<file path="config.mk">
export PLATFORM = sky130hd
export DESIGN_NAME = floppy_aux_command_decoder
export DESIGN_NICKNAME = d
export VERILOG_FILES = /design/src/rtl/pin_sync.v /design/src/rtl/head_stepper.v /design/src/rtl/floppy_aux_command_decoder.v
export VERILOG_INCLUDE_DIRS = /design/src /design/src/shared
export SDC_FILE = /design/constraint.sdc
export NUM_CORES = 1
export LEC_CHECK = 0
export BUFFER_PORTS_ARGS = -buffer_cell sky130_fd_sc_hd__buf_2
export CELL_PAD_IN_SITES_DETAIL_PLACEMENT = 0
export CELL_PAD_IN_SITES_GLOBAL_PLACEMENT = 2
export CORE_AREA = 4 4 195 197
export CTS_CLUSTER_DIAMETER = 150
export CTS_CLUSTER_SIZE = 12
export DETAILED_ROUTE_END_ITERATION = 16
export DIE_AREA = 0 0 199 201
export GPL_TIMING_DRIVEN = 1
export PLACE_DENSITY_LB_ADDON = 0.1
export SLEW_MARGIN = 15
export SYNTH_ARGS = -nofsm -noshare
export SYNTH_HDL_FRONTEND = slang
export SYNTH_HIERARCHICAL = 1
export SYNTH_SLANG_ARGS = --single-unit
</file>
<file path="constraint.sdc">
create_clock -name core_clk -period 4.55 [get_ports core_clk]
set_input_delay 0.91 -clock core_clk [delete_from_list [all_inputs] [get_ports core_clk]]
set_output_delay 0.91 -clock core_clk [all_outputs]
set_load 0.01 [all_outputs]
</file>
<file path="src/shared/fdc_aux_consts.vh">
// Purpose: constants of the auxiliary command decoder
// Assumes: included by bare name from the rtl files
// Notes: definitions only
`ifndef FDC_AUX_CONSTS_VH
`define FDC_AUX_CONSTS_VH

////////////////////////////////////////////////////////////////////////
// Register offsets
`define OFS_DATA 2'h0
`define OFS_MSR 2'h1
`define OFS_IRQ_STAT 2'h2
`define OFS_IRQ_MASK 2'h3

////////////////////////////////////////////////////////////////////////
// Opcode matching: (byte & mask) == value
`define OP_SENSE 8'h04
`define OP_SEEK 8'h0F
`define OP_CONFIG 8'h13
`define OP_DUMP 8'h0E
`define OP_PERP 8'h12
`define MASK_MFM 8'hBF
`define OP_READ_ID 8'h0A
`define OP_REL_SEEK 8'h8F
`define MASK_LOCK 8'h7F
`define OP_LOCK 8'h14

// Internal command codes
`define CMD_SENSE 4'h0
`define CMD_SEEK 4'h1
`define CMD_CONFIG 4'h2
`define CMD_REL_SEEK 4'h3
`define CMD_DUMP 4'h4
`define CMD_READ_ID 4'h5
`define CMD_PERP 4'h6
`define CMD_LOCK 4'h7
`define CMD_INVALID 4'h8

////////////////////////////////////////////////////////////////////////
// Field positions
`define BIT_MFM 6
`define BIT_DIR 6
`define BIT_LOCK 7
`define BIT_OVERWRITE 7
`define BIT_EIS 6
`define BIT_BUF_OFF 5
`define BIT_POLL 4
`define IRQ_SEEK_DONE 0
`define IRQ_RESULT 1
`define IRQ_INVALID 2

////////////////////////////////////////////////////////////////////////
// Reset values
`define RST_INVALID_ST0 8'h80
`define RST_STEP_HUT 8'hF0
`define RST_HLT_ND 8'h02
`define RST_CONFIG 8'h20
`define RST_PRECOMP_START_CYLINDER 8'h00

////////////////////////////////////////////////////////////////////////
// Timing
`define CLK_PERIOD_NS 8
`define STEP_TIME_NS 3000
`define STEP_CYC ((`STEP_TIME_NS + `CLK_PERIOD_NS - 1) / `CLK_PERIOD_NS)

`endif

</file>
<file path="src/rtl/pin_sync.v">
// Purpose: three-stage synchroniser for drive status pins
// Assumes: pins are asynchronous to core_clk
// Notes: output moves only when stages two and three agree
module pin_sync #(
  parameter W = 3
) (
  input wire core_clk,
  input wire nrst,
  input wire ce,
  input wire [W-1:0] pinIn,
  output wire [W-1:0] pinOut
);

  genvar i;
  generate
    for (i = 0; i < W; i = i + 1) begin : g_bit
      reg s1_r;
      reg s2_r;
      reg s3_r;
      reg q_r;
      always @(posedge core_clk or negedge nrst) begin
        if (!nrst) begin
          s1_r <= 1'b0;
          s2_r <= 1'b0;
          s3_r <= 1'b0;
          q_r <= 1'b0;
        end else if (ce) begin
          s1_r <= pinIn[i];
          s2_r <= s1_r;
          s3_r <= s2_r;
          // Filters a single-cycle glitch past the metastable stage
          if (s2_r == s3_r) begin
            q_r <= s3_r;
          end
        end
      end
      assign pinOut[i] = q_r;
    end
  endgenerate

endmodule

</file>
<file path="src/rtl/head_stepper.v">
// Purpose: emits a counted train of head step pulses
// Assumes: start is a one-cycle pulse while idle
// Notes: fixed step spacing, done comes one step spacing after the last step
`include "fdc_aux_consts.vh"
module head_stepper (
  input wire core_clk,
  input wire nrst,
  input wire ce,
  input wire start,
  input wire dirIn,
  input wire [7:0] count,
  output reg stepPulse,
  output reg stepDir,
  output reg busy,
  output reg done
);

  localparam integer STEP_LOAD_I = `STEP_CYC - 1;
  localparam [15:0] STEP_LOAD = STEP_LOAD_I[15:0];

  reg [7:0] remain_r;
  reg [15:0] timer_r;

  always @(posedge core_clk or negedge nrst) begin
    if (!nrst) begin
      stepPulse <= 1'b0;
      stepDir <= 1'b0;
      busy <= 1'b0;
      done <= 1'b0;
      remain_r <= 8'h00;
      timer_r <= 16'h0000;
    end else if (ce) begin
      stepPulse <= 1'b0;
      done <= 1'b0;
      if (start && !busy) begin
        remain_r <= count;
        stepDir <= dirIn;
        timer_r <= 16'h0000;
        busy <= 1'b1;
      end else if (busy) begin
        if (timer_r != 16'h0000) begin
          timer_r <= timer_r - 16'h0001;
        end else if (remain_r == 8'h00) begin
          busy <= 1'b0;
          done <= 1'b1;
        end else begin
          stepPulse <= 1'b1;
          remain_r <= remain_r - 8'h01;
          timer_r <= STEP_LOAD;
        end
      end
    end
  end

endmodule

</file>
<file path="src/rtl/floppy_aux_command_decoder.v">
// Purpose: command, execution and result phases of auxiliary commands
// Assumes: host strobes are single-cycle, same clock domain
// Notes: data transfers themselves live outside, see xfer ports
//
// Behaviour
// Sense drive: opcode 04, one byte, state result
// Seek: opcode 0F, drive byte, target cylinder
// Read ID: bit 6 density, capture first ID
// Read ID result starts with three status bytes
// Then cylinder, head, sector, size in order
// Unknown opcode: standby, single result 80H
// Dump shows sector count after a format
// Dump shows final sector after read/write
// Unit selects stay internal, never on pins
// Host keeps unit selects matching output register
// Relative seek: bit 6 direction, step count
// Lock: bit 7 stored, result bit 4
// Implied seek precedes transfer when enabled
// Drive busy shown while its seek runs
`include "fdc_aux_consts.vh"
module floppy_aux_command_decoder (
  input wire core_clk,
  input wire nrst,
  input wire ce,
  input wire [1:0] addr,
  input wire [7:0] wdata,
  input wire wr,
  input wire rd,
  output reg [7:0] rdata,
  output wire irq,
  input wire writeProtPin,
  input wire readyPin,
  input wire track0Pin,
  input wire idFound,
  input wire [7:0] idCyl,
  input wire [7:0] idHead,
  input wire [7:0] idSector,
  input wire [7:0] idSize,
  output wire idReadEn,
  output reg mfmSel,
  output reg headSide,
  output wire stepPulse,
  output wire stepDir,
  output reg standby,
  input wire xferStart,
  input wire xferIsFormat,
  input wire [1:0] xferUnit,
  input wire [7:0] xferCyl,
  input wire [7:0] xferSc,
  input wire [7:0] xferEot,
  output wire xferReady,
  output reg xferGo
);

  localparam [2:0] ST_IDLE = 3'h0;
  localparam [2:0] ST_PARAM = 3'h1;
  localparam [2:0] ST_EXEC = 3'h2;
  localparam [2:0] ST_SEEK = 3'h3;
  localparam [2:0] ST_IDWAIT = 3'h4;
  localparam [2:0] ST_RESULT = 3'h5;
  localparam [7:0] CFG_RST = `RST_CONFIG;

  ////////////////////////////////////////////////////////////////////////
  // Opcode decode
  function [3:0] cmdOf;
    input [7:0] b;
    begin
      if (b == `OP_SENSE) cmdOf = `CMD_SENSE;
      else if (b == `OP_SEEK) cmdOf = `CMD_SEEK;
      else if (b == `OP_CONFIG) cmdOf = `CMD_CONFIG;
      else if (b == `OP_DUMP) cmdOf = `CMD_DUMP;
      else if (b == `OP_PERP) cmdOf = `CMD_PERP;
      else if ((b & `MASK_MFM) == `OP_READ_ID) cmdOf = `CMD_READ_ID;
      else if ((b & `MASK_MFM) == `OP_REL_SEEK) cmdOf = `CMD_REL_SEEK;
      else if ((b & `MASK_LOCK) == `OP_LOCK) cmdOf = `CMD_LOCK;
      else cmdOf = `CMD_INVALID;
    end
  endfunction

  function [1:0] paramsOf;
    input [3:0] c;
    begin
      case (c)
        `CMD_SENSE, `CMD_READ_ID, `CMD_PERP: paramsOf = 2'd1;
        `CMD_SEEK, `CMD_REL_SEEK: paramsOf = 2'd2;
        `CMD_CONFIG: paramsOf = 2'd3;
        default: paramsOf = 2'd0;
      endcase
    end
  endfunction

  ////////////////////////////////////////////////////////////////////////
  // State
  reg [2:0] state_r;
  reg [7:0] opcode_r;
  reg [3:0] cmd_r;
  reg [1:0] parIdx_r;
  reg [7:0] par_r [0:2];
  reg [7:0] resBuf_r [0:9];
  reg [3:0] resCnt_r;
  reg [3:0] resIdx_r;
  reg [7:0] pcn_r [0:3];
  reg [1:0] seekUnit_r;
  reg [7:0] seekTarget_r;
  reg seekStart_r;
  reg seekDirIn_r;
  reg [7:0] seekCount_r;
  reg implied_r;
  reg eis_r;
  reg bufOff_r;
  reg poll_r;
  reg [3:0] thr_r;
  reg [7:0] precomp_start_cylinder_r;
  reg lock_r;
  reg [5:0] perp_r;
  reg [7:0] shared_r;
  reg [2:0] irqSt_r;
  reg [2:0] mask_r;
  reg [2:0] irqSet;
  reg [2:0] irqClr;

  wire [2:0] pins;
  wire stepBusy;
  wire stepDone;
  wire wrData = wr && (addr == `OFS_DATA);
  wire rdData = rd && (addr == `OFS_DATA);
  wire [3:0] newCmd = cmdOf(wdata);
  wire [1:0] newPars = paramsOf(newCmd);
  wire [1:0] unitSel = par_r[0][1:0];
  wire [7:0] curPcn = pcn_r[unitSel];
  // Direction rides in the opcode, count is the second byte
  wire [7:0] relTarget = opcode_r[`BIT_DIR] ? curPcn + par_r[1]
                         : curPcn - par_r[1];
  wire [3:0] driveBusy;
  wire [7:0] mainStatus;
  wire [7:0] driveState;

  assign driveState = {1'b0, pins[2], pins[1], pins[0], 1'b1,
                       par_r[0][2:0]};
  // Busy for the seeking unit only
  assign driveBusy = (state_r == ST_SEEK) ?
                     (4'h1 << seekUnit_r) : 4'h0;
  assign mainStatus = {(state_r == ST_IDLE) || (state_r == ST_PARAM) ||
                       (state_r == ST_RESULT),
                       state_r == ST_RESULT, 1'b0,
                       state_r != ST_IDLE, driveBusy};
  assign idReadEn = (state_r == ST_IDWAIT);
  assign xferReady = (state_r == ST_IDLE);
  assign irq = |(irqSt_r & mask_r);

  pin_sync #(
    .W(3)
  ) u_sync (
    .core_clk(core_clk),
    .nrst(nrst),
    .ce(ce),
    .pinIn({writeProtPin, readyPin, track0Pin}),
    .pinOut(pins)
  );

  head_stepper u_step (
    .core_clk(core_clk),
    .nrst(nrst),
    .ce(ce),
    .start(seekStart_r),
    .dirIn(seekDirIn_r),
    .count(seekCount_r),
    .stepPulse(stepPulse),
    .stepDir(stepDir),
    .busy(stepBusy),
    .done(stepDone)
  );

  ////////////////////////////////////////////////////////////////////////
  // Interrupt events
  always @* begin
    irqSet = 3'h0;
    irqSet[`IRQ_SEEK_DONE] = (state_r == ST_SEEK) && stepDone && !implied_r;
    irqSet[`IRQ_INVALID] = (state_r == ST_EXEC) && (cmd_r == `CMD_INVALID);
    irqSet[`IRQ_RESULT] = ((state_r == ST_EXEC) &&
                           ((cmd_r == `CMD_SENSE) || (cmd_r == `CMD_DUMP) ||
                            (cmd_r == `CMD_LOCK) ||
                            (cmd_r == `CMD_INVALID))) ||
                          ((state_r == ST_IDWAIT) && idFound);
    irqClr = (wr && (addr == `OFS_IRQ_STAT)) ? wdata[2:0] : 3'h0;
  end

  integer k;

  ////////////////////////////////////////////////////////////////////////
  // Command sequencer and register port
  always @(posedge core_clk or negedge nrst) begin
    if (!nrst) begin
      state_r <= ST_IDLE;
      opcode_r <= 8'h00;
      cmd_r <= `CMD_SENSE;
      parIdx_r <= 2'd0;
      resCnt_r <= 4'h0;
      resIdx_r <= 4'h0;
      seekUnit_r <= 2'h0;
      seekTarget_r <= 8'h00;
      seekStart_r <= 1'b0;
      seekDirIn_r <= 1'b0;
      seekCount_r <= 8'h00;
      implied_r <= 1'b0;
      eis_r <= CFG_RST[`BIT_EIS];
      bufOff_r <= CFG_RST[`BIT_BUF_OFF];
      poll_r <= CFG_RST[`BIT_POLL];
      thr_r <= CFG_RST[3:0];
      precomp_start_cylinder_r <= `RST_PRECOMP_START_CYLINDER;
      lock_r <= 1'b0;
      perp_r <= 6'h00;
      shared_r <= 8'h00;
      irqSt_r <= 3'h0;
      mask_r <= 3'h0;
      rdata <= 8'h00;
      mfmSel <= 1'b0;
      headSide <= 1'b0;
      standby <= 1'b0;
      xferGo <= 1'b0;
      for (k = 0; k < 3; k = k + 1) par_r[k] <= 8'h00;
      for (k = 0; k < 10; k = k + 1) resBuf_r[k] <= 8'h00;
      for (k = 0; k < 4; k = k + 1) pcn_r[k] <= 8'h00;
    end else if (ce) begin
      seekStart_r <= 1'b0;
      xferGo <= 1'b0;
      rdata <= 8'h00;
      // A new event beats a clear in the same cycle
      irqSt_r <= (irqSt_r & ~irqClr) | irqSet;
      if (wr && (addr == `OFS_IRQ_MASK)) mask_r <= wdata[2:0];
      if (rd) begin
        if (addr == `OFS_MSR) rdata <= mainStatus;
        else if (addr == `OFS_IRQ_STAT) rdata <= {5'h00, irqSt_r};
        else if (addr == `OFS_IRQ_MASK) rdata <= {5'h00, mask_r};
      end
      case (state_r)
        ST_IDLE: begin
          if (wrData) begin
            opcode_r <= wdata;
            cmd_r <= newCmd;
            parIdx_r <= 2'd0;
            if (newCmd != `CMD_INVALID) standby <= 1'b0;
            state_r <= (newPars == 2'd0) ? ST_EXEC : ST_PARAM;
          end else if (xferStart) begin
            // Shared dump byte follows the last transfer kind
            shared_r <= xferIsFormat ? xferSc : xferEot;
            if (eis_r) begin
              seekUnit_r <= xferUnit;
              seekTarget_r <= xferCyl;
              seekDirIn_r <= xferCyl > pcn_r[xferUnit];
              seekCount_r <= (xferCyl > pcn_r[xferUnit]) ?
                             xferCyl - pcn_r[xferUnit] :
                             pcn_r[xferUnit] - xferCyl;
              seekStart_r <= 1'b1;
              implied_r <= 1'b1;
              state_r <= ST_SEEK;
            end else begin
              xferGo <= 1'b1;
            end
          end
        end
        ST_PARAM: begin
          if (wrData) begin
            par_r[parIdx_r] <= wdata;
            parIdx_r <= parIdx_r + 2'd1;
            if (parIdx_r + 2'd1 == paramsOf(cmd_r)) state_r <= ST_EXEC;
          end
        end
        ST_EXEC: begin
          // Unit selects are kept for internal use only
          headSide <= par_r[0][2];
          state_r <= ST_RESULT;
          resIdx_r <= 4'h0;
          resCnt_r <= 4'h1;
          case (cmd_r)
            `CMD_SENSE: resBuf_r[0] <= driveState;
            `CMD_SEEK, `CMD_REL_SEEK: begin
              seekUnit_r <= unitSel;
              implied_r <= 1'b0;
              seekStart_r <= 1'b1;
              state_r <= ST_SEEK;
              if (cmd_r == `CMD_SEEK) begin
                seekTarget_r <= par_r[1];
                seekDirIn_r <= par_r[1] > curPcn;
                seekCount_r <= (par_r[1] > curPcn) ? par_r[1] - curPcn
                               : curPcn - par_r[1];
              end else begin
                seekTarget_r <= relTarget;
                seekDirIn_r <= opcode_r[`BIT_DIR];
                seekCount_r <= par_r[1];
              end
            end
            `CMD_CONFIG: begin
              eis_r <= par_r[1][`BIT_EIS];
              bufOff_r <= par_r[1][`BIT_BUF_OFF];
              poll_r <= par_r[1][`BIT_POLL];
              thr_r <= par_r[1][3:0];
              precomp_start_cylinder_r <= par_r[2];
              state_r <= ST_IDLE;
            end
            `CMD_DUMP: begin
              for (k = 0; k < 4; k = k + 1) resBuf_r[k] <= pcn_r[k];
              resBuf_r[4] <= `RST_STEP_HUT;
              resBuf_r[5] <= `RST_HLT_ND;
              resBuf_r[6] <= shared_r;
              resBuf_r[7] <= {lock_r, 1'b0, perp_r};
              resBuf_r[8] <= {1'b0, eis_r, bufOff_r, poll_r, thr_r};
              resBuf_r[9] <= precomp_start_cylinder_r;
              resCnt_r <= 4'hA;
            end
            `CMD_READ_ID: begin
              mfmSel <= opcode_r[`BIT_MFM];
              state_r <= ST_IDWAIT;
            end
            `CMD_PERP: begin
              perp_r[1:0] <= par_r[0][1:0];
              // Drive bits change only with overwrite set
              if (par_r[0][`BIT_OVERWRITE]) perp_r[5:2] <= par_r[0][5:2];
              state_r <= ST_IDLE;
            end
            `CMD_LOCK: begin
              lock_r <= opcode_r[`BIT_LOCK];
              resBuf_r[0] <= {3'h0, opcode_r[`BIT_LOCK], 4'h0};
            end
            default: begin
              standby <= 1'b1;
              resBuf_r[0] <= `RST_INVALID_ST0;
            end
          endcase
        end
        ST_SEEK: begin
          if (stepDone) begin
            pcn_r[seekUnit_r] <= seekTarget_r;
            xferGo <= implied_r;
            state_r <= ST_IDLE;
          end
        end
        ST_IDWAIT: begin
          // First good ID ends the wait; no timeout here
          if (idFound) begin
            resBuf_r[0] <= {5'h00, par_r[0][2:0]};
            resBuf_r[1] <= 8'h00;
            resBuf_r[2] <= 8'h00;
            resBuf_r[3] <= idCyl;
            resBuf_r[4] <= idHead;
            resBuf_r[5] <= idSector;
            resBuf_r[6] <= idSize;
            resCnt_r <= 4'h7;
            resIdx_r <= 4'h0;
            state_r <= ST_RESULT;
          end
        end
        ST_RESULT: begin
          if (rdData) begin
            rdata <= resBuf_r[resIdx_r];
            resIdx_r <= resIdx_r + 4'h1;
            if (resIdx_r + 4'h1 == resCnt_r) state_r <= ST_IDLE;
          end
        end
        default: state_r <= ST_IDLE;
      endcase
    end
  end

endmodule

</file>
# Word-level counts from Yosys, hierarchy flattened
# Index checks and enable logic that the tools add are counted.
# totals
register_bits,268
input_bits,79
wordCells,340
# classes
add_sub_neg,9
n_lt_le_gt_ge,9
n_eq_ne,55
shifts,1
muxes,126
n_bitwise,10
reduce_logical,67
# op_table
op,count
8-bit two-way mux,30
56-bit case mux with 2 select lines,1
72-bit two-way mux,1
16-bit two-way mux,4
56-bit two-way mux,1
4-bit two-way mux,13
3-bit two-way mux,12
8-bit binary-select mux with 2-bit select,2
8-bit binary-select mux with 4-bit select,1
32-bit bitwise mux,1
8-bit demux with 2-bit select,2
8-bit case mux with 2 select lines,2
8-bit case mux with 4 select lines,1
8-bit subtractor,4
1-bit two-way mux,31
3-bit AND reduction,10
4-bit AND reduction,7
24-bit bitwise mux,1
"4-bit by 3-bit == test with 1-bit output, second input constant",6
2-bit two-way mux,10
"2-bit by 1-bit inequality test with 1-bit output, second input constant",10
3-bit case mux with 6 select lines,1
"4-bit by 2-bit == test with 1-bit output, second input constant",4
"8-bit by 4-bit == test with 1-bit output, second input constant",2
59 further kinds,120

# Longest topological paths before layout
# Gate-level depths: netlist of the first run.
# logic_depth
depth_word,16
depth_mapped,12
mapped_depth_nobuf,11

# Hierarchy
# The synthesis of the first run kept the hierarchy.
# modules_own_cells
mod,instances,cells_each,area_per_inst_um2,seq_area_each_um2
floppy_aux_command_decoder,1,1191,12624.6,5531.6
head_stepper,1,190,1635.3,700.7
pin_sync,1,36,504.2,300.3

# Worst setup path after synthesis of the first run
# OpenSTA, ideal clock, no wires.
# synth_timing
path_kind,in2reg
start,input xferUnit[0]
end,register seekCount_r[7]
setup_time_ns,0.094
arrival_time_ns,4.023
slack_ns,0.433
stages,11
n_path_buf,3
path_cell_list,clkbuf_1 -> mux4_2 -> ha_1 -> buf_4 -> a2111oi_4 -> a21o_1 -> buf_2 -> mux2_2 -> a221oi_1 -> xor2_1 -> a211oi_1
# synth_between
elab_chain_cells,10
elab_cells_between_ends,12
cone_classes,add/sub (2); order compare (1); mux (8); bitwise (1)
# synth_lines
item,line_no,rtl
from (decl),floppy_aux_command_decoder.v:47,"input wire [1:0] xferUnit,"
2-bit NOT with 3-bit output (not written as such) *,"floppy_aux_command_decoder.v:251, floppy_aux_command_decoder.v:252, floppy_aux_command_decoder.v:253",
8-bit binary-select mux with 2-bit select *,"floppy_aux_command_decoder.v:251, floppy_aux_command_decoder.v:252, floppy_aux_command_decoder.v:253",
8-bit two-way mux (not written as such) * (2 in a row),"floppy_aux_command_decoder.v:251, floppy_aux_command_decoder.v:252, floppy_aux_command_decoder.v:253",
"8-bit subtractor, or another cell as far along",floppy_aux_command_decoder.v:253,pcn_r[xferUnit] - xferCyl;
8-bit two-way mux *,floppy_aux_command_decoder.v:251,seekCount_r <= (xferCyl > pcn_r[xferUnit]) ?
8-bit two-way mux *,floppy_aux_command_decoder.v:247,if (eis_r) begin
8-bit two-way mux *,floppy_aux_command_decoder.v:244,end else if (xferStart) begin
8-bit two-way mux *,floppy_aux_command_decoder.v:238,if (wrData) begin
8-bit case mux with 2 select lines *,floppy_aux_command_decoder.v:236,case (state_r)
to (signal assigned),floppy_aux_command_decoder.v:251,
to (signal assigned),floppy_aux_command_decoder.v:285,seekCount_r <= (par_r[1] > curPcn) ? par_r[1] - curPcn
to (signal assigned),floppy_aux_command_decoder.v:290,seekCount_r <= par_r[1];
to (decl),floppy_aux_command_decoder.v:107,reg [7:0] seekCount_r;
# Every way passes the cells marked *; elsewhere a longest branch is shown, timed or not. The select of a mux whose other input is x is not followed.
# A chain may end at the register's enable or synchronous reset.

# Final worst setup path of the first run
# layout_timing
start,"register par_r, in the netlist driveState[0]"
end,register seekCount_r[6]
# layout_between
elab_chain_cells,9
elab_cells_between_ends,11
cone_classes,add/sub (2); order compare (1); mux (7); bitwise (1)
# layout_lines
item,line_no,rtl
from (decl),floppy_aux_command_decoder.v:98,reg [7:0] par_r [0:2];
"from (signal, indexed assignment)",floppy_aux_command_decoder.v:264,par_r[parIdx_r] <= wdata;
2-bit NOT with 3-bit output (not written as such) *,floppy_aux_command_decoder.v:130,wire [7:0] curPcn = pcn_r[unitSel];
8-bit binary-select mux with 2-bit select *,floppy_aux_command_decoder.v:130,
8-bit two-way mux (not written as such) * (2 in a row),floppy_aux_command_decoder.v:130,
"8-bit subtractor, or another cell as far along",floppy_aux_command_decoder.v:286,: curPcn - par_r[1];
8-bit two-way mux *,floppy_aux_command_decoder.v:285,
8-bit two-way mux *,floppy_aux_command_decoder.v:282,if (cmd_r == `CMD_SEEK) begin
8-bit two-way mux *,floppy_aux_command_decoder.v:275,case (cmd_r)
8-bit case mux with 2 select lines *,floppy_aux_command_decoder.v:236,
# Marked as above.

==> results of run 1 <==
-- through the flow --
step	util, %	hold slack, ps	power (mW)
2_1_floorplan	-	433	4.85
3_3_place_gp	43.0	446	5.64
3_5_place_dp	43.0	455	5.67
4_1_cts	44.8	465	7.58
5_1_grt	44.8	484	7.98
6_report	44.8	412	7.51
-- layout by cell type (no fill, tap or decap), types with 7 or more instances in the layout --
cell type  instances
a31oi_1           20
o31ai_1           15
xor2_1             7
nor3_1            23
ha_1              49
nor2_1           100
a21oi_1           64
o22a_1             7
mux2_2           121
nand3_1           44
and3_1             7
nand2_1          147
a22oi_1            9
nand2b_1          21
o22ai_1           10
nand4_1           13
a221oi_1          23
a21o_1             9
buf_4             20
a211oi_1          18
buf_2             94
nor2b_1           18
xnor2_1           16
mux2i_1           30
clkbuf_16         25
mux4_2            31
a22o_1            24
o21ai_0           78
inv_1             57
or3_1             13
clkbuf_1           8
dfrtp_1          260
-- report_power, final --
group / internal [mW] / switching [mW]
sequential: 2.73 / 0.465
combinational: 1.04 / 1.40
clock: 0.996 / 0.879
total: 4.76 / 2.74
-- logic make-up after synthesis --
group / after synthesis / synth area share, %
adder cells (fa/ha/maj): 54 / 4.83
AND/OR/NAND/NOR: 428 / 14.0
flip-flops: 261 / 44.2
AO/OA/AOI/OAI: 329 / 15.1
XOR/XNOR: 23 / 1.36
buffers and inverters: 140 / 4.40
multiplexers: 182 / 16.0
-- final cells by class --
class	instances	area (sq um)	area share (%)
repair buffers	116	656	4.04
clock inverters	2	13.8	0.0847
clock buffers	33	656	4.04
multi-input cells	1016	7580	46.7
well taps	468	586	3.60
flip-flops and latches	261	6530	40.2
inverters	58	218	1.34
-- worst max path at each step --
stage             startpoint             end  cells past startpoint
2_1_floorplan    xferUnit[0]  seekCount_r[7]                     11
3_3_place_gp     xferUnit[0]  seekCount_r[7]                     10
3_5_place_dp     xferUnit[0]  seekCount_r[7]                     10
4_1_cts        driveState[0]  seekCount_r[6]                      9
5_1_grt        driveState[0]  seekCount_r[6]                      9
6_report       driveState[0]  seekCount_r[6]                      9
-- worst reg2reg max path, delay by kind of cell (launching register included) --
kind / cells / cell delay [ps]
muxes: 2 / 1060
AOI/OAI and AO/OA: 3 / 780
DFF: 1 / 750
and+or+nand+nor: 3 / 580
adders and majority gates: 1 / 560
-- layer usage --
| metal | vias up | global-route usage, % | wire length (um) |
|---|---|---|---|
| met2 | 186 | 34.3 | 20500 |
| met1 | 5678 | 33.0 | 21200 |
| li1 | 5262 | - | - |
| met3 | 39 | 3.05 | 1770 |
| met5 | - | 0 | 0 |
| met4 | 0 | 3.59 | 735 |
-- registers in the layout (all words and copies together) (netlist names), 3 cells and up --
register,flops
cmd_r,4
seekTarget_r,8
par_r,20
u_sync/g_bit.s2_r,3
rdata,8
state_r,3
resIdx_r,4
pcn_r,32
u_sync/g_bit.q_r,3
shared_r,8
irqSt_r,3
resBuf_r,78
u_step/timer_r,16
u_sync/g_bit.s3_r,3
u_step/remain_r,8
precomp_start_cylinder_r,8
perp_r,6
thr_r,4
resCnt_r,4
u_sync/g_bit.s1_r,3
mask_r,3
driveState,3
seekCount_r,8
==> flow_metrics.tcl, run 1 <==
set metrics [dict create \
    hold_violations 0 \
    tritoncts "built" \
    start_kind "register" \
    postCtsSetupBuffers 0 \
    drt-total-wl_um 44200 \
    yosys_warnings 6 \
    drtIter0Drc 659 \
    netlist_instances 1417 \
    skew_ps 16.3 \
    design.die.area_sq_mm 0.0400 \
    peakVddDrop_mv 0.278 \
    grt_pass1_wl_um 68600 \
    async_reset_ff_share_pct 100 \
    antenna_found_initial 0 \
    diodes 0 \
    crit_path_max_fanout 12 \
    setup_violations 0 \
    cts.clk_slew.worst_paths_ps 70 \
    status "completed" \
    num_rows 70 \
    ys_top_cells_by_count "260 x dfrtp_1, 147 x nand2_1, 121 x mux2_2" \
    tightest_slew_ps 1120 \
    vias 11200 \
    dpl-instance-area_sq_mm 0.0156 \
    leakage_nw 7.51 \
    max_cap_violations 0 \
    netlist.area_leader.share_pct 44.1 \
    fillers 3598 \
    rsz0062_at_grt "no" \
    via_per_inst 5.71 \
    drc_errors 0 \
    place_ws_ps 374 \
    synth_top_area_cell "dfrtp_1" \
    power.density_mw_per_mm2 462 \
    grt_pass1_vias 11300 \
    period_share_pct 84.5 \
    areaGrowthSynthToFinish_pct 10.0 \
    stdcell_count 1954 \
    syn_nets 1550 \
    crit_chain "mux4_2 -> ha_1 -> and4_4 -> nand4_4 -> a22o_1 -> a41oi_4 -> mux2_2 -> a21oi_1 -> nand3_1" \
    cts_max_level 1 \
    layout-drive-gt1-share_pct 21.5 \
    setup_ws_ps 706 \
    grt_max_degree 112 \
    avgSynthCellArea_sq_um 10.4 \
    synth_edf_count 0 \
    cts_hold_buf 0 \
    r2r_cells 9 \
    cts_resized 0 \
    cp_top_family "multiplexers" \
    endpoint_kind "register" \
    cts_root_buf "clkbuf_16" \
    clock_path_buffers 3 \
    fin_area_sq_mm 0.0162 \
    portBuffers 95 \
    grt.overflow.total 0 \
    critPathKind "reg2reg" \
    synth_area_leaders "dfrtp_1 44%, mux2_2 9.2%, mux4_2 4.7%" \
    crit_buf_inv 0 \
    seq_area_frac_synth_pct 44.2 \
    ios 96 \
    crit_slowest_cell "dfrtp_1" \
    netlist_area_sq_mm 0.0148 \
    reg2reg_slack_ps 710 \
    synth_most_common_cell "dfrtp_1" \
    synth-seq-cells 261 \
    core_sq_mm 0.0363 \
    rr_endpoint "seekCount_r[6]" \
    dr.pass1.iters 5 \
    crit_required_ps 4950 \
    ys_types 84 \
    slew_headroom_pct 25.2 \
    dp.cells 1919 \
    totalNegativeSetupSlack_ps 0 \
    fin_crit_ps 3840 \
    crit_arrival_ps 4250 \
    synth_top_flop_cell "dfrtp_1" \
    place_congestion 0.869 \
    rr_startpoint "driveState[0]" \
    dpl.hpwl_um 33000 \
    layout.nets 1611 \
    track_usage_pct 21.9 \
    critPathMaxStageDelay_ps 750 \
    clk-insertion-delay-late_ps 540 \
    routedWlPerCell_um 22.6 \
    drv_slew 0 \
    ant_nets 0 \
    cts_buffers 25 \
    hold_class "in2async" \
    start_util_pct 40.7 \
    fmax_ghz 0.260 \
    clock-sinks 261 \
    die_h_um 201 \
    dieWidth_um 199 \
]
Power figures use the tool's default switching activity.
==> run 2, diff against run 1 <==
--- a/config.mk
+++ b/config.mk
@@ -6,14 +6,15 @@
 export SDC_FILE = /design/constraint.sdc
 export NUM_CORES = 1
 export LEC_CHECK = 0
+export ABC_AREA = 1
 export BUFFER_PORTS_ARGS = -buffer_cell sky130_fd_sc_hd__buf_2
 export CELL_PAD_IN_SITES_DETAIL_PLACEMENT = 0
 export CELL_PAD_IN_SITES_GLOBAL_PLACEMENT = 2
-export CORE_AREA = 4 4 195 197
+export CORE_AREA = 4 4 225 227
 export CTS_CLUSTER_DIAMETER = 150
 export CTS_CLUSTER_SIZE = 12
 export DETAILED_ROUTE_END_ITERATION = 16
-export DIE_AREA = 0 0 199 201
+export DIE_AREA = 0 0 229 231
 export GPL_TIMING_DRIVEN = 1
 export PLACE_DENSITY_LB_ADDON = 0.1
 export SLEW_MARGIN = 15
==> constraint.sdc (replaced) <==
create_clock -name core_clk -period 3.2 [get_ports core_clk]
set_input_delay 0.64 -clock core_clk [delete_from_list [all_inputs] [get_ports core_clk]]
set_output_delay 0.64 -clock core_clk [all_outputs]
set_load 0.01 [all_outputs]
==> run 2 against run 1 <==
Non-clock buffer count is 55 higher. Critical endpoint is now idReadEn. Power increased by 87%. Setup slack worse by 460 ps. Via count rose by 26%. Global-route usage shrank 0.95 points. First-iteration DRC count is 61% higher.
==> flow_metrics.tcl, run 2 <==
set metrics [dict create \
    status "completed" \
    routedWlPerCell_um 19.5 \
    clk-insertion-delay-late_ps 540 \
    mostFrequentLayoutCells "652 x nand2_1, 259 x dfrtp_1, 242 x inv_1" \
    totalNegativeSetupSlack_ps 0 \
    diodes 0 \
    hold_violations 0 \
    drtIter0Drc 1062 \
    start_kind "register" \
    crit_arrival_ps 2320 \
    max_cap_violations 0 \
    start_util_pct 31.7 \
    peakVddDrop_mv 0.469 \
    grt_max_degree 64 \
    dr.pass1.iters 5 \
    async_reset_ff_share_pct 100 \
    slew_headroom_pct 50.9 \
    tightest_slew_ps 736 \
    drt-total-wl_um 55700 \
    design.die.area_sq_mm 0.0529 \
    layout-drive-gt1-share_pct 11.6 \
    via_per_inst 4.95 \
    p_clk_share_pct 19.5 \
    synth_most_common_cell "nand2_1" \
    ant_nets 0 \
    grt_pass1_vias 13700 \
    fin_crit_ps 2960 \
    reg.largest.list "resBuf_r (78), pcn_r (32), par_r (20)" \
    hold_class "in2async" \
    ys_types 56 \
    final_common_cell "nand2_1" \
    die_h_um 231 \
    vias 14100 \
    netlist_instances 2102 \
    synth_edf_count 0 \
    drc_errors 0 \
    layout.nets 2353 \
    period_share_pct 92.4 \
    ys_top_cells_by_count "652 x nand2_1, 260 x dfrtp_1, 242 x inv_1" \
    largest_reg_flops 78 \
    portBuffers 95 \
    tritoncts "built" \
    clock-sinks 261 \
    grt_pass1_wl_um 86900 \
    cts_root_buf "clkbuf_16" \
    core_sq_mm 0.0486 \
    num_rows 81 \
    drv_slew 0 \
    seqPwrFrac_pct 35.8 \
    r2r_cells 16 \
    rsz0062_at_grt "no" \
    crit_required_ps 2560 \
    holdWs_ps 49.8 \
    fillers 5232 \
    critPathKind "reg2out" \
    synth-seq-cells 261 \
    syn_nets 2235 \
    p_comb_share_pct 44.7 \
    synth_top_area_cell "dfrtp_1" \
    clock_path_buffers 3 \
    final_util_pct 36.2 \
    dpl.hpwl_um 43200 \
    antenna_found_initial 0 \
    place_congestion 0.872 \
    avgSynthCellArea_sq_um 7.33 \
    yosys_warnings 6 \
    setup_violations 0 \
    leakage_nw 8.71 \
    p_switching_mw 6.20 \
    track_usage_pct 21.0 \
    switching_share_pct 44.2 \
    areaGrowthSynthToFinish_pct 14.3 \
    stdcell_count 2850 \
    synth_area_leaders "dfrtp_1 42%, nand2_1 16%, o21ai_0 6.6%" \
    dp.cells 2813 \
    cts_buffers 25 \
    dieWidth_um 229 \
    cts_max_level 1 \
    endpoint_kind "output port" \
    p_int_mw 7.83 \
    synth_top_flop_cell "dfrtp_1" \
    seq_area_frac_synth_pct 42.4 \
    p_total_mw 14.0 \
    skew_ps 12.2 \
    top_register "resBuf_r" \
    grt.overflow.total 0 \
    netlist.area_leader.share_pct 42.2 \
    power.density_mw_per_mm2 797 \
    netlist_area_sq_mm 0.0154 \
    fmax_ghz 0.338 \
    ios 96 \
    crit_path_max_fanout 38 \
    cts.clk_slew.worst_paths_ps 70 \
]
==> run 2: changes by cell type after synthesis, sizes merged, moves of 29 or more <==
cell   delta
mux2i    -29
nor2     +73
mux4     -31
nand3    +87
nand2   +509
inv     +193
mux2    -110
o21ai   +153
==> run 2: worst paths after layout <==
kind                                    start              endpoint  slack (ps)
worst min-delay path                     nrst           shared_r[2]          50
min in group core_clk                readyPin  u_sync/g_bit[1].s1_r         310
max in group asynchronous                nrst              bufOff_r        2300
worst min register to register       rdata[6]              rdata[6]         480
worst max register to register  driveState[0]       seekTarget_r[5]         250
worst max-delay path               state_r[0]              idReadEn         240
==> run 2: kinds of logic (layout without fill, tap and decap cells) <==
family          after synthesis  in the layout  synth area share, %
compound gates              406            406                 14.7
xor+xnor                     27             27                 1.54
fa+ha+maj                    54             54                 4.63
buf+inv                     334            460                 8.78
flops                       261            261                 42.4
mux                          12             12                0.869
simple gates               1008           1008                 27.0
==> run 2: metal layers <==
layer | GRT usage (%) | up-vias | wire length (um)
met5 | 0 | - | 0
met4 | 3.33 | 0 | 856
met3 | 2.18 | 46 | 1940
met2 | 32.2 | 268 | 24200
met1 | 32.3 | 6773 | 28700
li1 | - | 7014 | -
==> run 2: power by group through the flow <==
stage	registers [mW]	logic [mW]	clock network, mW
2_1_floorplan	4.74	4.30	0
3_3_place_gp	5.07	6.27	0
3_5_place_dp	5.08	6.24	0
4_1_cts	5.02	6.28	2.84
5_1_grt	5.15	7.20	2.95
6_report	5.02	6.27	2.73
==> run 2: critical path, stage by stage, from the launching register on <==
cell and delay (ps):
dfrtp_1 460, nor2_1 160, nand2_1 310, inv_1 160, buf_4 420, buf_2 220
==> run 2: layout make-up <==
class / instances / area [sq um] / area share [%]
clock buffers: 34 / 659 / 3.75
inverters: 254 / 966 / 5.49
repair buffers: 171 / 1110 / 6.28
clock inverters: 1 / 5.00 / 0.0284
flip-flops and latches: 261 / 6530 / 37.1
well taps: 622 / 778 / 4.42
multi-input cells: 1507 / 7560 / 42.9
==> run 2: repair_timing <==
action	4_1_cts	5_1_grt
buffers inserted	0	2
gates resized for setup	1	7
hold buffers	0	0
setup endpoints to repair	1	13
cloned	0	0
==> run 2: stage by stage <==
step                      worst slack [ps]  area, sq um
after floorplan                        273        15400
after global placement                13.1        16900
after detailed placement              1.70        16900
after CTS                             64.8        17500
after global routing                  4.03        17600
final                                  244        17600
==> run 3, diff against run 2 <==
--- a/config.mk
+++ b/config.mk
@@ -10,11 +10,11 @@
 export BUFFER_PORTS_ARGS = -buffer_cell sky130_fd_sc_hd__buf_2
 export CELL_PAD_IN_SITES_DETAIL_PLACEMENT = 0
 export CELL_PAD_IN_SITES_GLOBAL_PLACEMENT = 2
-export CORE_AREA = 4 4 225 227
+export CORE_AREA = 4 4 204 206
 export CTS_CLUSTER_DIAMETER = 150
 export CTS_CLUSTER_SIZE = 12
 export DETAILED_ROUTE_END_ITERATION = 16
-export DIE_AREA = 0 0 229 231
+export DIE_AREA = 0 0 208 210
 export GPL_TIMING_DRIVEN = 1
 export PLACE_DENSITY_LB_ADDON = 0.1
 export SLEW_MARGIN = 15
==> constraint.sdc (replaced) <==
create_clock -name core_clk -period 3.4 [get_ports core_clk]
set_input_delay 0.68 -clock core_clk [delete_from_list [all_inputs] [get_ports core_clk]]
set_output_delay 0.68 -clock core_clk [all_outputs]
set_load 0.01 [all_outputs]
==> run 3 against run 2 <==
Die area is 17% lower. Utilization rose by 7.2 points. Via count is 0.16% lower. Clock power shrank 7%. Critical endpoint is now seekTarget_r[4]. Highest routed layer unchanged.
==> flow_metrics.tcl, run 3 (synthesis results as in run 2) <==
set metrics [dict create \
    status "completed" \
    reg.largest.list "resBuf_r (78), pcn_r (32), par_r (20)" \
    place_congestion 0.915 \
    drc_errors 0 \
    grt.overflow.total 0 \
    top_register "resBuf_r" \
    layout.nets 2322 \
    core_sq_mm 0.0396 \
    diodes 0 \
    crit_arrival_ps 3530 \
    place_ws_ps 274 \
    setup_violations 0 \
    largest_reg_flops 78 \
    endpoint_kind "register" \
    start_kind "register" \
    fin_crit_ps 3110 \
    dpl.hpwl_um 39400 \
    fmax_ghz 0.322 \
    skew_ps 14.9 \
    max_cap_violations 0 \
    critPathKind "reg2reg" \
    reg2reg_slack_ps 290 \
    final_common_cell "nand2_1" \
    seqPwrFrac_pct 36.4 \
    hold_class "in2async" \
    ant_nets 0 \
    r2r_cells 10 \
    crit_required_ps 3820 \
    via_per_inst 5.17 \
    rr_startpoint "driveState[1]" \
    rsz0062_at_grt "no" \
    tightest_slew_ps 756 \
    areaGrowthSynthToFinish_pct 11.7 \
    die_h_um 210 \
    drv_slew 0 \
    p_total_mw 12.9 \
    portBuffers 95 \
    leakage_nw 8.56 \
    mostFrequentLayoutCells "652 x nand2_1, 260 x dfrtp_1, 242 x inv_1" \
    antenna_found_initial 0 \
    power.density_mw_per_mm2 752 \
    clock_path_buffers 3 \
    fillers 4191 \
    cts_resized 0 \
    clock-sinks 261 \
    cts_max_level 1 \
    cts.clk_slew.worst_paths_ps 60 \
    track_usage_pct 23.1 \
    switching_share_pct 43.9 \
    start_util_pct 38.9 \
    slew_headroom_pct 49.6 \
    ios 96 \
    period_share_pct 91.4 \
    p_int_mw 7.26 \
    cts_root_buf "clkbuf_16" \
    p_switching_mw 5.68 \
    rr_endpoint "seekTarget_r[4]" \
    layout-drive-gt1-share_pct 9.97 \
    design.die.area_sq_mm 0.0437 \
    dieWidth_um 208 \
    grt_pass1_wl_um 80400 \
    vias 14100 \
    drt-total-wl_um 51600 \
    postCtsSetupBuffers 0 \
    clk-insertion-delay-late_ps 540 \
    p_clk_share_pct 19.6 \
    dr.pass1.iters 6 \
    drtIter0Drc 1235 \
    routedWlPerCell_um 18.9 \
    p_comb_share_pct 44.1 \
    grt_pass1_vias 13600 \
    hold_violations 0 \
    cts_hold_buf 0 \
    totalNegativeSetupSlack_ps 0 \
    cts_buffers 25 \
    num_rows 73 \
    crit_path_max_fanout 14 \
    grt_max_degree 84 \
    setup_ws_ps 293 \
    holdWs_ps 162 \
    peakVddDrop_mv 0.431 \
    tritoncts "built" \
    dp.cells 2687 \
    stdcell_count 2722 \
]
run 3: worst max-delay path by stage:
stage	start	end	slack (ps)
after floorplan	xferUnit[0]	seekCount_r[1]	430
after global placement	xferUnit[0]	seekCount_r[6]	320
after detailed placement	xferUnit[0]	seekCount_r[5]	270
after CTS	driveState[1]	seekTarget_r[4]	310
after global routing	driveState[1]	seekTarget_r[4]	20
final	driveState[1]	seekTarget_r[4]	290
run 3: metal layers:
metal  vias to the layer above  global-route usage, %  routed length (um)  part of all wire, %
met1                      6706                   34.0               24800                   48
li1                       6955                      -                   -                    -
met4                         0                   4.01                 901                  1.7
met5                         -                      0                   0                    0
met3                        53                   3.21                2820                  5.5
met2                       365                   37.1               23100                   45
run 3: final cells by class:
class	count	area, sq um	area share [%]
Clock buffer	34	659	3.83
Sequential cell	261	6530	38.0
Multi-Input combinational cell	1507	7520	43.7
Tap cell	525	657	3.82
Timing Repair Buffer	140	873	5.08
Inverter	254	958	5.57
Clock inverter	1	5.00	0.0291
run 3: metrics by stage:
step           utilization, %  cell area, sq um
2_1_floorplan               -             15400
3_3_place_gp             41.7             16500
3_5_place_dp             41.7             16500
4_1_cts                  43.4             17200
5_1_grt                  43.4             17200
6_report                 43.4             17200
run 3: critical path, cell delays in order (launching register included):
cell and delay, ps:
dfrtp_1 340, clkinv_1 340, a32oi_1 710, inv_1 260
fa_1 490, nor2_1 160, nor2_1 70, xor2_1 180
o21ai_0 110, o21ai_0 260, nand2_1 70
run 3: power groups by stage:
| stage | sequential, mW | clock, mW | combinational (mW) |
|---|---|---|---|
| 2_1_floorplan | 4.46 | 0 | 4.05 |
| 3_5_place_dp | 4.74 | 0 | 5.68 |
| 3_3_place_gp | 4.74 | 0 | 5.66 |
| 6_report | 4.71 | 2.53 | 5.70 |
| 4_1_cts | 4.70 | 2.61 | 5.71 |
| 5_1_grt | 4.81 | 2.72 | 6.46 |
